==> config.mk <==
export PLATFORM = sky130hd
export DESIGN_NAME = bapwm_top
export DESIGN_NICKNAME = d
export VERILOG_FILES = /design/src/bapwm_pkg.sv /design/src/bapwm_channel.sv /design/src/bapwm_top.sv
export VERILOG_INCLUDE_DIRS = /design/src
export SDC_FILE = /design/constraint.sdc
export NUM_CORES = 1
export LEC_CHECK = 0
export ABC_AREA = 1
export ABC_CLOCK_PERIOD_IN_PS = 2500
export BUFFER_PORTS_ARGS = -buffer_cell sky130_fd_sc_hd__buf_4
export CAP_MARGIN = 0
export CORE_UTILIZATION = 35
export CTS_CLUSTER_SIZE = 28
export DETAILED_ROUTE_END_ITERATION = 8
export PLACE_DENSITY = 0.56
export SYNTH_ARGS = -nofsm -noshare
export SYNTH_HDL_FRONTEND = slang
export SYNTH_SLANG_ARGS = --single-unit
==> constraint.sdc <==
create_clock -name CLK_SYS -period 2.5 [get_ports CLK_SYS]
set_clock_uncertainty 0.15 [all_clocks]
set_input_delay 0.375 -clock CLK_SYS [delete_from_list [all_inputs] [get_ports CLK_SYS]]
set_output_delay 0.375 -clock CLK_SYS [all_outputs]
set_load 0.02 [all_outputs]
==> src/bapwm_defines.svh <==
`ifndef BAPWM_DEFINES_SVH
`define BAPWM_DEFINES_SVH

`define BAPWM_OFF_CTRL 12'h000
`define BAPWM_OFF_PERIOD 12'h004
`define BAPWM_OFF_BUF0 12'h008
`define BAPWM_OFF_BUF1 12'h00C
`define BAPWM_OFF_CMP0 12'h010
`define BAPWM_OFF_CMP1 12'h014
`define BAPWM_OFF_CNT 12'h018
`define BAPWM_OFF_IRQ_STAT 12'h01C
`define BAPWM_OFF_IRQ_EN 12'h020
`define BAPWM_OFF_IRQ_CLR 12'h024

`define BAPWM_CTRL_RUN 0
`define BAPWM_CTRL_BUFMODE 1

`define BAPWM_IRQ_PERIOD 0
`define BAPWM_IRQ_LATE0 1
`define BAPWM_IRQ_LATE1 2

`define BAPWM_PERIOD_RST 16'h00FF
`define BAPWM_DUTY_RST 16'h0000

`endif

==> src/bapwm_pkg.sv <==
package bapwm_pkg;
  typedef logic [15:0] bapwm_val_t;
  typedef logic [11:0] bapwm_addr_t;
  typedef enum logic [1:0] {BAPWM_RESP_OKAY = 2'b00, BAPWM_RESP_SLVERR = 2'b10} bapwm_resp_t;
endpackage : bapwm_pkg

==> src/bapwm_channel.sv <==
`timescale 1ns/1ps
`include "bapwm_defines.svh"
module bapwm_channel
  import bapwm_pkg::*;
(
  // Clock and reset
  input wire logic CLK_SYS,
  input wire logic RST,
  // Timing
  input wire bapwm_pkg::bapwm_val_t cnt,
  input wire logic period_start,
  input wire logic run,
  input wire logic buf_mode,
  // Software values
  input wire bapwm_pkg::bapwm_val_t buf_val,
  input wire logic direct_wr,
  input wire bapwm_pkg::bapwm_val_t direct_val,
  // Results
  output bapwm_pkg::bapwm_val_t compare,
  output logic late_write,
  output logic pwm
);
  bapwm_val_t next_compare;
  logic next_pwm;
  logic next_late_write;
  logic hold_high;
  logic next_hold_high;

  always_comb
  begin
    next_compare = compare;
    next_late_write = 1'b0;
    next_hold_high = hold_high;
    if (period_start || !run)
      next_hold_high = 1'b0;
    if (buf_mode)
    begin
      if (period_start)
        next_compare = buf_val;
    end
    else if (direct_wr)
    begin
      next_compare = direct_val;
      next_late_write = run && (cnt >= direct_val) && !period_start;
    end
    // A compare match missed by a late write keeps the pin high to the end of the period
    if (next_late_write)
      next_hold_high = 1'b1;
    // Output high while the counter is below the compare value
    next_pwm = run && ((cnt < compare) || hold_high);
  end

  always_ff @(posedge CLK_SYS)
  begin
    if (RST)
    begin
      compare <= `BAPWM_DUTY_RST;
      pwm <= 1'b0;
      late_write <= 1'b0;
      hold_high <= 1'b0;
    end
    else
    begin
      compare <= next_compare;
      pwm <= next_pwm;
      late_write <= next_late_write;
      hold_high <= next_hold_high;
    end
  end
endmodule : bapwm_channel

==> src/bapwm_top.sv <==
// Decided for this implementation: the AXI4-Lite slave port and the placing of the registers.
`timescale 1ns/1ps
`include "bapwm_defines.svh"
module bapwm_top
(
  // Clock and reset
  input wire logic CLK_SYS,
  input wire logic RST,
  // AXI4-Lite write address
  input wire logic S_AXI_AWVALID,
  output logic S_AXI_AWREADY,
  input wire bapwm_pkg::bapwm_addr_t S_AXI_AWADDR,
  // AXI4-Lite write data
  input wire logic S_AXI_WVALID,
  output logic S_AXI_WREADY,
  input wire logic [31:0] S_AXI_WDATA,
  input wire logic [3:0] S_AXI_WSTRB,
  // AXI4-Lite write response
  output logic S_AXI_BVALID,
  input wire logic S_AXI_BREADY,
  output logic [1:0] S_AXI_BRESP,
  // AXI4-Lite read address
  input wire logic S_AXI_ARVALID,
  output logic S_AXI_ARREADY,
  input wire bapwm_pkg::bapwm_addr_t S_AXI_ARADDR,
  // AXI4-Lite read data
  output logic S_AXI_RVALID,
  input wire logic S_AXI_RREADY,
  output logic [31:0] S_AXI_RDATA,
  output logic [1:0] S_AXI_RRESP,
  // Pins
  output logic PWM_OUT_CH0,
  output logic PWM_OUT_CH1,
  output logic IRQ
);
  import bapwm_pkg::*;

  logic aw_held, w_held;
  bapwm_addr_t aw_addr;
  logic [31:0] w_data;
  logic [3:0] w_strb;
  logic next_aw_held, next_w_held, next_bvalid, next_rvalid;
  bapwm_addr_t next_aw_addr;
  logic [31:0] next_w_data, next_rdata;
  logic [3:0] next_w_strb;
  logic [1:0] next_bresp, next_rresp;

  logic [1:0] ctrl, next_ctrl;
  bapwm_val_t period, next_period, buf0, next_buf0, buf1, next_buf1;
  bapwm_val_t cnt, next_cnt;
  logic [2:0] irq_stat, next_irq_stat, irq_en, next_irq_en;
  logic wr_fire, wr_known;
  logic dwr0, dwr1;
  logic period_start;
  bapwm_val_t cmp0, cmp1;
  logic late0, late1;

  function automatic logic [31:0] merge(input logic [31:0] old, input logic [31:0] nw, input logic [3:0] strb);
    logic [31:0] r;
    r = old;
    for (int i = 0; i < 4; i++)
      if (strb[i])
        r[i*8 +: 8] = nw[i*8 +: 8];
    return r;
  endfunction : merge

  function automatic logic known(input bapwm_addr_t a);
    return a inside {`BAPWM_OFF_CTRL, `BAPWM_OFF_PERIOD, `BAPWM_OFF_BUF0, `BAPWM_OFF_BUF1,
      `BAPWM_OFF_CMP0, `BAPWM_OFF_CMP1, `BAPWM_OFF_CNT, `BAPWM_OFF_IRQ_STAT,
      `BAPWM_OFF_IRQ_EN, `BAPWM_OFF_IRQ_CLR};
  endfunction : known

  assign S_AXI_AWREADY = !aw_held && !S_AXI_BVALID;
  assign S_AXI_WREADY = !w_held && !S_AXI_BVALID;
  assign S_AXI_ARREADY = !S_AXI_RVALID;
  assign wr_fire = aw_held && w_held && !S_AXI_BVALID;
  assign wr_known = known(aw_addr);
  assign period_start = ctrl[`BAPWM_CTRL_RUN] && (cnt == 16'h0000);
  assign dwr0 = wr_fire && (aw_addr == `BAPWM_OFF_CMP0);
  assign dwr1 = wr_fire && (aw_addr == `BAPWM_OFF_CMP1);
  assign IRQ = |(irq_stat & irq_en);

  // Bus and register next values
  always_comb
  begin
    logic [31:0] wv;
    wv = 32'h0000_0000;
    next_aw_held = aw_held;
    next_w_held = w_held;
    next_aw_addr = aw_addr;
    next_w_data = w_data;
    next_w_strb = w_strb;
    next_bvalid = S_AXI_BVALID;
    next_bresp = S_AXI_BRESP;
    next_rvalid = S_AXI_RVALID;
    next_rdata = S_AXI_RDATA;
    next_rresp = S_AXI_RRESP;
    next_ctrl = ctrl;
    next_period = period;
    next_buf0 = buf0;
    next_buf1 = buf1;
    next_irq_en = irq_en;
    next_irq_stat = irq_stat;
    if (S_AXI_AWVALID && S_AXI_AWREADY)
    begin
      next_aw_held = 1'b1;
      next_aw_addr = S_AXI_AWADDR;
    end
    if (S_AXI_WVALID && S_AXI_WREADY)
    begin
      next_w_held = 1'b1;
      next_w_data = S_AXI_WDATA;
      next_w_strb = S_AXI_WSTRB;
    end
    if (S_AXI_BVALID && S_AXI_BREADY)
      next_bvalid = 1'b0;
    if (wr_fire)
    begin
      next_aw_held = 1'b0;
      next_w_held = 1'b0;
      next_bvalid = 1'b1;
      next_bresp = wr_known ? BAPWM_RESP_OKAY : BAPWM_RESP_SLVERR;
      unique case (aw_addr)
        `BAPWM_OFF_CTRL:
        begin
          wv = merge({30'h0000_0000, ctrl}, w_data, w_strb);
          next_ctrl = wv[1:0];
        end
        `BAPWM_OFF_PERIOD:
        begin
          wv = merge({16'h0000, period}, w_data, w_strb);
          next_period = wv[15:0];
        end
        `BAPWM_OFF_BUF0:
        begin
          wv = merge({16'h0000, buf0}, w_data, w_strb);
          next_buf0 = wv[15:0];
        end
        `BAPWM_OFF_BUF1:
        begin
          wv = merge({16'h0000, buf1}, w_data, w_strb);
          next_buf1 = wv[15:0];
        end
        `BAPWM_OFF_IRQ_EN:
        begin
          wv = merge({29'h0000_0000, irq_en}, w_data, w_strb);
          next_irq_en = wv[2:0];
        end
        `BAPWM_OFF_IRQ_CLR:
          next_irq_stat = irq_stat & ~(w_data[2:0] & {3{w_strb[0]}});
        default:
          wv = 32'h0000_0000;
      endcase
    end
    // Events set after the clear so a coincident event wins
    if (period_start)
      next_irq_stat[`BAPWM_IRQ_PERIOD] = 1'b1;
    if (late0)
      next_irq_stat[`BAPWM_IRQ_LATE0] = 1'b1;
    if (late1)
      next_irq_stat[`BAPWM_IRQ_LATE1] = 1'b1;
    if (S_AXI_RVALID && S_AXI_RREADY)
      next_rvalid = 1'b0;
    if (S_AXI_ARVALID && S_AXI_ARREADY)
    begin
      next_rvalid = 1'b1;
      next_rresp = known(S_AXI_ARADDR) ? BAPWM_RESP_OKAY : BAPWM_RESP_SLVERR;
      unique case (S_AXI_ARADDR)
        `BAPWM_OFF_CTRL: next_rdata = {30'h0000_0000, ctrl};
        `BAPWM_OFF_PERIOD: next_rdata = {16'h0000, period};
        `BAPWM_OFF_BUF0: next_rdata = {16'h0000, buf0};
        `BAPWM_OFF_BUF1: next_rdata = {16'h0000, buf1};
        `BAPWM_OFF_CMP0: next_rdata = {16'h0000, cmp0};
        `BAPWM_OFF_CMP1: next_rdata = {16'h0000, cmp1};
        `BAPWM_OFF_CNT: next_rdata = {16'h0000, cnt};
        `BAPWM_OFF_IRQ_STAT: next_rdata = {29'h0000_0000, irq_stat};
        `BAPWM_OFF_IRQ_EN: next_rdata = {29'h0000_0000, irq_en};
        default: next_rdata = 32'h0000_0000;
      endcase
    end
  end

  // Period counter: counts 0..period, wraps to 0 for each period start
  always_comb
  begin
    if (!ctrl[`BAPWM_CTRL_RUN])
      next_cnt = 16'h0000;
    else if (cnt >= period)
      next_cnt = 16'h0000;
    else
      next_cnt = cnt + 16'h0001;
  end

  always_ff @(posedge CLK_SYS)
  begin
    if (RST)
    begin
      aw_held <= 1'b0;
      w_held <= 1'b0;
      aw_addr <= 12'h000;
      w_data <= 32'h0000_0000;
      w_strb <= 4'h0;
      S_AXI_BVALID <= 1'b0;
      S_AXI_BRESP <= 2'b00;
      S_AXI_RVALID <= 1'b0;
      S_AXI_RDATA <= 32'h0000_0000;
      S_AXI_RRESP <= 2'b00;
      ctrl <= 2'b00;
      period <= `BAPWM_PERIOD_RST;
      buf0 <= `BAPWM_DUTY_RST;
      buf1 <= `BAPWM_DUTY_RST;
      irq_en <= 3'b000;
      irq_stat <= 3'b000;
      cnt <= 16'h0000;
    end
    else
    begin
      aw_held <= next_aw_held;
      w_held <= next_w_held;
      aw_addr <= next_aw_addr;
      w_data <= next_w_data;
      w_strb <= next_w_strb;
      S_AXI_BVALID <= next_bvalid;
      S_AXI_BRESP <= next_bresp;
      S_AXI_RVALID <= next_rvalid;
      S_AXI_RDATA <= next_rdata;
      S_AXI_RRESP <= next_rresp;
      ctrl <= next_ctrl;
      period <= next_period;
      buf0 <= next_buf0;
      buf1 <= next_buf1;
      irq_en <= next_irq_en;
      irq_stat <= next_irq_stat;
      cnt <= next_cnt;
    end
  end

  bapwm_channel u_ch0 (
    .CLK_SYS(CLK_SYS),
    .RST(RST),
    .cnt(cnt),
    .period_start(period_start),
    .run(ctrl[`BAPWM_CTRL_RUN]),
    .buf_mode(ctrl[`BAPWM_CTRL_BUFMODE]),
    .buf_val(buf0),
    .direct_wr(dwr0),
    .direct_val(w_data[15:0]),
    .compare(cmp0),
    .late_write(late0),
    .pwm(PWM_OUT_CH0)
  );

  bapwm_channel u_ch1 (
    .CLK_SYS(CLK_SYS),
    .RST(RST),
    .cnt(cnt),
    .period_start(period_start),
    .run(ctrl[`BAPWM_CTRL_RUN]),
    .buf_mode(ctrl[`BAPWM_CTRL_BUFMODE]),
    .buf_val(buf1),
    .direct_wr(dwr1),
    .direct_val(w_data[15:0]),
    .compare(cmp1),
    .late_write(late1),
    .pwm(PWM_OUT_CH1)
  );
endmodule : bapwm_top

==> impl_metrics.toml, run 1 <==
[placed_design]
dp_wirelength_mm = 19.3
place.gp.congestion = 0.862
total_cell_area_at_the_placement_stage_sq_um = 9840
place.port_buffers = 74

[global_routing]
wire_length_of_the_first_global_routing_pass_mm = 40.9
grt_max_degree = 78
vias_in_the_first_global_route = 7597
gr_usage_total = 0.203
grt-ovfl-total = 0
antenna_found_initial = 0

[pwr]
p_leak_nw = 4.54
power_density_nw_per_um2 = 562
post-layout-total-power_mw = 5.86
vdd_drop_max_uv = 416

[floorplanning]
initial_util = 0.355
dieArea_sq_um = 26100
rows = 58
die_width_microns = 162
core_region_area_sq_um = 25100
io_pins = 111
die_height_microns = 162

[worst_hold_path]
timing.hold.worst_path_depth = 4
timing.hold.worst.class = "input port to register"

[drt]
detail-route-antenna-nets = 0
totalWireLength_mm = 25.6
remaining_drc_errors = 0
avgRoutedWirePerCell_microns = 15.2
detailroute.via_count = 8258
firstDrtPassIters = 5
avgViaCountPerCell = 4.90
detail_route.iter0.violations = 600

[flow_run]
maxCapViolations = 0

[clock_tree]
cts-resized-gates = 0
clk-insertion-delay-late_ns = 0.45
post_cts_buffers = 0
tritoncts = "yes"
cts_root_buffer = "sky130_fd_sc_hd__clkbuf_16"
tritoncts_num_sinks = 162
cts_made_buffers = 17
clk_pin_slew_ns = 0.07
ctsLongestPathBuffers = 2
cts_hold_buffers = 0
cts_max_level = 4

[layout]
nets = 1475
drive_above_1_share = 0.125
area_delta_synth_final_pct = 16.9
diodes = 0
finalInstanceArea_sq_um = 10400

[logic_synthesis]
yosys_warnings = 0
portion_of_netlist_area_occupied_by_mux_cells = 0
postSynth.topFlopCell = "sky130_fd_sc_hd__dfxtp_1"
netlist_instances = 1269
postSynthAreaPerCell_sq_um = 7.03
edff_count_synth = 0
async_reset_ff_frac = 0
yosys_register_bits = 162
yosys.area_share.simple = 0.249
synth_top_family_by_area = "simple AND/OR/NAND/NOR gates"
post_synth_instance_area_sq_um = 8920
synth_seq_area_share = 0.364
synth-xor-area-share = 0.0138
synth_compound_gate_area_share = 0.179
synthAdderAreaFrac = 0.0898
number_of_library_cell_types_mapped_by_synthesis = 35

[sta]
post-route-min-period_ns = 2.25
fin_setup_tns_ns = 0
relative_slew_slack = 0.557
setup_viol = 0
rsz0062_at_grt = "false"
hold_viol = 0
timing.final.crit_share = 0.898
timing.final.max_slew_violations = 0
tightest_slew_ns = 0.663
fmax_mhz = 445

[setup_path]
critPathRequiredTime_ns = 2.72
crit_slowest_cell = "sky130_fd_sc_hd__dfxtp_1"
critPathMaxStageDelay_ns = 0.41
timing_worst_setup_path_type = "register to register"
crit_path_end_kind = "register"
rr_worst_depth = 11
worst_ep_arrival_time_ns = 2.47
worst-path-max-fanout = 16
timing.critical_path.cells = "inv_1, ha_1, nand4_1, nor2_1, nand2_1, nor2_1, nand2_1, nand2_1, buf_4, o21ai_0, nor2_1"
start_kind = "register"

[run_status]
status = "complete, no violations"
==> layer usage <==
metal | wire length, microns | up-vias | GRT usage
li1 | - | 4292 | -
met1 | 12100 | 3733 | 0.272
met2 | 11800 | 200 | 0.329
met3 | 1180 | 33 | 0.0362
met4 | 554 | 0 | 0.0630
met5 | 0 | - | 0
==> flip-flops by register name, indices dropped and copies added (netlist names), 12 cells and up <==
name / count
S_AXI_RDATA: 16
aw_addr: 12
buf0: 16
period: 16
w_data: 16
u_ch0.compare: 16
cnt: 16
buf1: 16
u_ch1.compare: 16
==> cell type report <==
type | instances | area [sq um]
clock inverter | 14 | 154
sequential | 162 | 3240
fill | 2682 | 14700
inverter | 148 | 556
timing repair buffer | 105 | 813
tap | 330 | 413
multi-input combinational | 910 | 4820
clock buffer | 18 | 429
==> path summary, 6_finish.rpt <==
| check | start | slack [ns] | endpoint |
|---|---|---|---|
| worst max-delay path | cnt[1] | 0.25 | u_ch1.compare[15] |
| worst min-delay path | S_AXI_BREADY | 0.02 | S_AXI_BVALID |
| worst max register to register | cnt[1] | 0.25 | u_ch1.compare[15] |
| worst min register to register | u_ch1.late_write | 0.28 | irq_stat[2] |
==> stage by stage <==
| step | std cells | setup slack [ns] | hold WS (ns) | utilization |
|---|---|---|---|---|
| floorplan | 1286 | 0.625 | 0.265 | - |
| global placement | 1655 | 0.178 | 0.280 | 0.392 |
| detailed placement | 1655 | 0.176 | 0.279 | 0.392 |
| CTS | 1687 | 0.273 | 0.0137 | 0.415 |
| global route | 1687 | 0.0716 | 0.0238 | 0.415 |
| finish | 1687 | 0.255 | 0.0234 | 0.415 |
==> where the power goes <==
part           switching, mW  internal (mW)  total (mW)
combinational          0.344          0.176       0.519
clock                   1.18           1.49        2.67
sequential            0.0403           2.64        2.68
==> cell usage in the layout, fill, tap and decap left out, types with 17 or more instances in the layout <==
cell,instances
sky130_fd_sc_hd__nand3_1,69
sky130_fd_sc_hd__clkbuf_16,17
sky130_fd_sc_hd__o21ai_0,152
sky130_fd_sc_hd__nor2_1,188
sky130_fd_sc_hd__a211oi_1,23
sky130_fd_sc_hd__conb_1,18
sky130_fd_sc_hd__nand2_1,207
sky130_fd_sc_hd__ha_1,64
sky130_fd_sc_hd__dfxtp_1,162
sky130_fd_sc_hd__a21oi_1,101
sky130_fd_sc_hd__buf_4,103
sky130_fd_sc_hd__inv_1,140
==> critical path: cells and delay by family (launching register included) <==
kind	cells	cell delay [ns]
adder cells (fa/ha/maj)	1	0.19
AO/OA/AOI/OAI	1	0.12
buffers and inverters	2	0.42
AND/OR/NAND/NOR	7	0.89
flip-flops	1	0.41
==> logic make-up after synthesis <==
group                    Yosys count
AND/OR/NAND/NOR                  518
AO/OA/AOI/OAI                    296
buffers and inverters            214
flip-flops                       162
adder cells (fa/ha/maj)           64
XOR/XNOR                          14
other                              1
==> cells in the mapped netlist, types with 3 or more instances <==
cell type	n	share of area
sky130_fd_sc_hd__nor2_2	7	0.0049
sky130_fd_sc_hd__xor2_1	13	0.013
sky130_fd_sc_hd__a21oi_1	101	0.057
sky130_fd_sc_hd__buf_2	13	0.0073
sky130_fd_sc_hd__dfxtp_1	162	0.36
sky130_fd_sc_hd__clkbuf_1	26	0.011
sky130_fd_sc_hd__buf_4	21	0.018
sky130_fd_sc_hd__a211oi_2	4	0.0056
sky130_fd_sc_hd__ha_1	64	0.090
sky130_fd_sc_hd__nor2_1	188	0.079
sky130_fd_sc_hd__inv_1	141	0.059
sky130_fd_sc_hd__nor3_4	4	0.0073
sky130_fd_sc_hd__nand4_1	11	0.0077
sky130_fd_sc_hd__nand2_2	5	0.0035
sky130_fd_sc_hd__nor4_1	3	0.0021
sky130_fd_sc_hd__nand3_1	69	0.039
sky130_fd_sc_hd__a211oi_1	23	0.019
sky130_fd_sc_hd__inv_2	5	0.0021
sky130_fd_sc_hd__o21ai_0	152	0.085
sky130_fd_sc_hd__nor3_1	14	0.0079
sky130_fd_sc_hd__o211ai_1	10	0.0084
sky130_fd_sc_hd__nand2_1	207	0.087
sky130_fd_sc_hd__nor3_2	3	0.0034
sky130_fd_sc_hd__nor2_4	4	0.0051
sky130_fd_sc_hd__o21ai_1	3	0.0017
sky130_fd_sc_hd__buf_6	3	0.0038
Note: power is estimated with default switching activity, not from simulation.
==> run 2: changes to the inputs <==
- CORE_MARGIN: default -> 3
- SLEW_MARGIN: default -> 20
==> run 2 against run 1 <==
Design area up 0.25%; non-clock buffer count down 1; count of clock-buffer cells in the layout up 1; fmax down 1.9%; first-iteration DRC count up 0.17%; utilization up 0.83 points; clock power up 8.6%; die area up 5.0%.
==> impl_metrics.toml, run 2 (synthesized netlist as in run 1, its figures left out) <==
[clock_tree]
tritoncts = "yes"
clk_pin_slew_ns = 0.07
clk-insertion-delay-late_ns = 0.43
cts_hold_buffers = 0
post_cts_buffers = 0
tritoncts_num_sinks = 162
cts_max_level = 4
ctsLongestPathBuffers = 2
cts_root_buffer = "sky130_fd_sc_hd__clkbuf_16"
cts_made_buffers = 17
cts-resized-gates = 0

[sta]
worst_hold_slack_ns = 0.0352
fmax_mhz = 437
tightest_slew_ns = 0.913
post-route-min-period_ns = 2.29
timing.final.crit_share = 0.916
hold_viol = 0
setup_viol = 0
relative_slew_slack = 0.391
fin_setup_tns_ns = 0
rsz0062_at_grt = "false"
timing.final.max_slew_violations = 0

[floorplanning]
io_pins = 111
die_width_microns = 166
core_region_area_sq_um = 24700
initial_util = 0.361
dieArea_sq_um = 27400
rows = 57
die_height_microns = 166

[setup_path]
critPathRequiredTime_ns = 2.71
worst_ep_arrival_time_ns = 2.50
worst-path-max-fanout = 16
crit_path_end_kind = "register"
start_kind = "register"
timing_worst_setup_path_type = "register to register"

[drt]
firstDrtPassIters = 5
remaining_drc_errors = 0
totalWireLength_mm = 25.9
detail_route.iter0.violations = 601
detail-route-antenna-nets = 0
avgRoutedWirePerCell_microns = 15.5
avgViaCountPerCell = 4.95
detailroute.via_count = 8318

[layout]
sequential_cell_area_sq_um = 3240
layout.cells.most_common_list = "sky130_fd_sc_hd__nand2_1 (207), sky130_fd_sc_hd__nor2_1 (188), sky130_fd_sc_hd__dfxtp_1 (162)"
area_delta_synth_final_pct = 17.2
diodes = 0
layout_commonest_cell = "sky130_fd_sc_hd__nand2_1"
finalNonFillerCells = 1679
fillers = 2592
drive_above_1_share = 0.123
nets = 1474
area_used_by_multi_input_combinational_logic_sq_um = 4820

[global_routing]
antenna_found_initial = 0
grt_max_degree = 34
grt-ovfl-total = 0
vias_in_the_first_global_route = 7977
wire_length_of_the_first_global_routing_pass_mm = 41.7
gr_usage_total = 0.187

[pwr]
vdd_drop_max_uv = 412
power_density_nw_per_um2 = 584
p_leak_nw = 4.55

[flow_run]
maxCapViolations = 0

[worst_hold_path]
timing.hold.worst.class = "input port to register"

[placed_design]
numPlacedInstances = 1648
place.gp.congestion = 0.887
place.port_buffers = 74
dp_wirelength_mm = 20.2

[run_status]
status = "complete, no violations"
run 2: final cells by class:
type / count / area share
clock buffers: 19 / 0.0414
multi-input cells: 910 / 0.461
inverters: 148 / 0.0532
well taps: 324 / 0.0388
repair buffers: 104 / 0.0759
flip-flops and latches: 162 / 0.310
clock inverters: 12 / 0.0195
run 2: routing by layer:
layer,track usage,share of wire,up-vias
met5,0,0,-
met4,0.0644,0.031,0
met3,0.0281,0.042,46
met2,0.320,0.48,204
met1,0.240,0.45,3790
li1,-,-,4278
run 2: path summary, 6_finish.rpt:
path         slack [ns]              from               end  cells after the start
max reg2reg        0.21            cnt[1]  u_ch1.compare[5]                     11
min                0.04      S_AXI_BREADY      S_AXI_BVALID                      4
min reg2reg        0.29  u_ch0.late_write       irq_stat[1]                      2
max                0.21            cnt[1]  u_ch1.compare[5]                     11
run 2: power by group:
part           total [mW]  internal [mW]  switching, mW
clock network        2.90           1.78           1.12
registers            2.68           2.64         0.0434
logic               0.524          0.177          0.347
run 2: critical path, stage by stage, from the launching register on:
cell and delay (ns):
sky130_fd_sc_hd__dfxtp_1 0.39, sky130_fd_sc_hd__inv_1 0.15, sky130_fd_sc_hd__ha_1 0.20, sky130_fd_sc_hd__nand4_1 0.11
sky130_fd_sc_hd__nor2_1 0.15, sky130_fd_sc_hd__nand2_1 0.09, sky130_fd_sc_hd__nor2_1 0.26, sky130_fd_sc_hd__nand2_1 0.14
sky130_fd_sc_hd__nand2_1 0.12, sky130_fd_sc_hd__buf_4 0.22, sky130_fd_sc_hd__o21ai_0 0.10, sky130_fd_sc_hd__nor2_1 0.12
run 2: metrics by stage:
stage	utilization	setup slack [ns]	power (mW)	area (sq um)
global route	0.423	0.0277	6.31	10500
floorplan	-	0.625	3.08	8980
finish	0.423	0.211	6.10	10500
detailed placement	0.398	0.230	3.26	9810
global placement	0.398	0.263	3.26	9810
CTS	0.423	0.242	6.14	10500
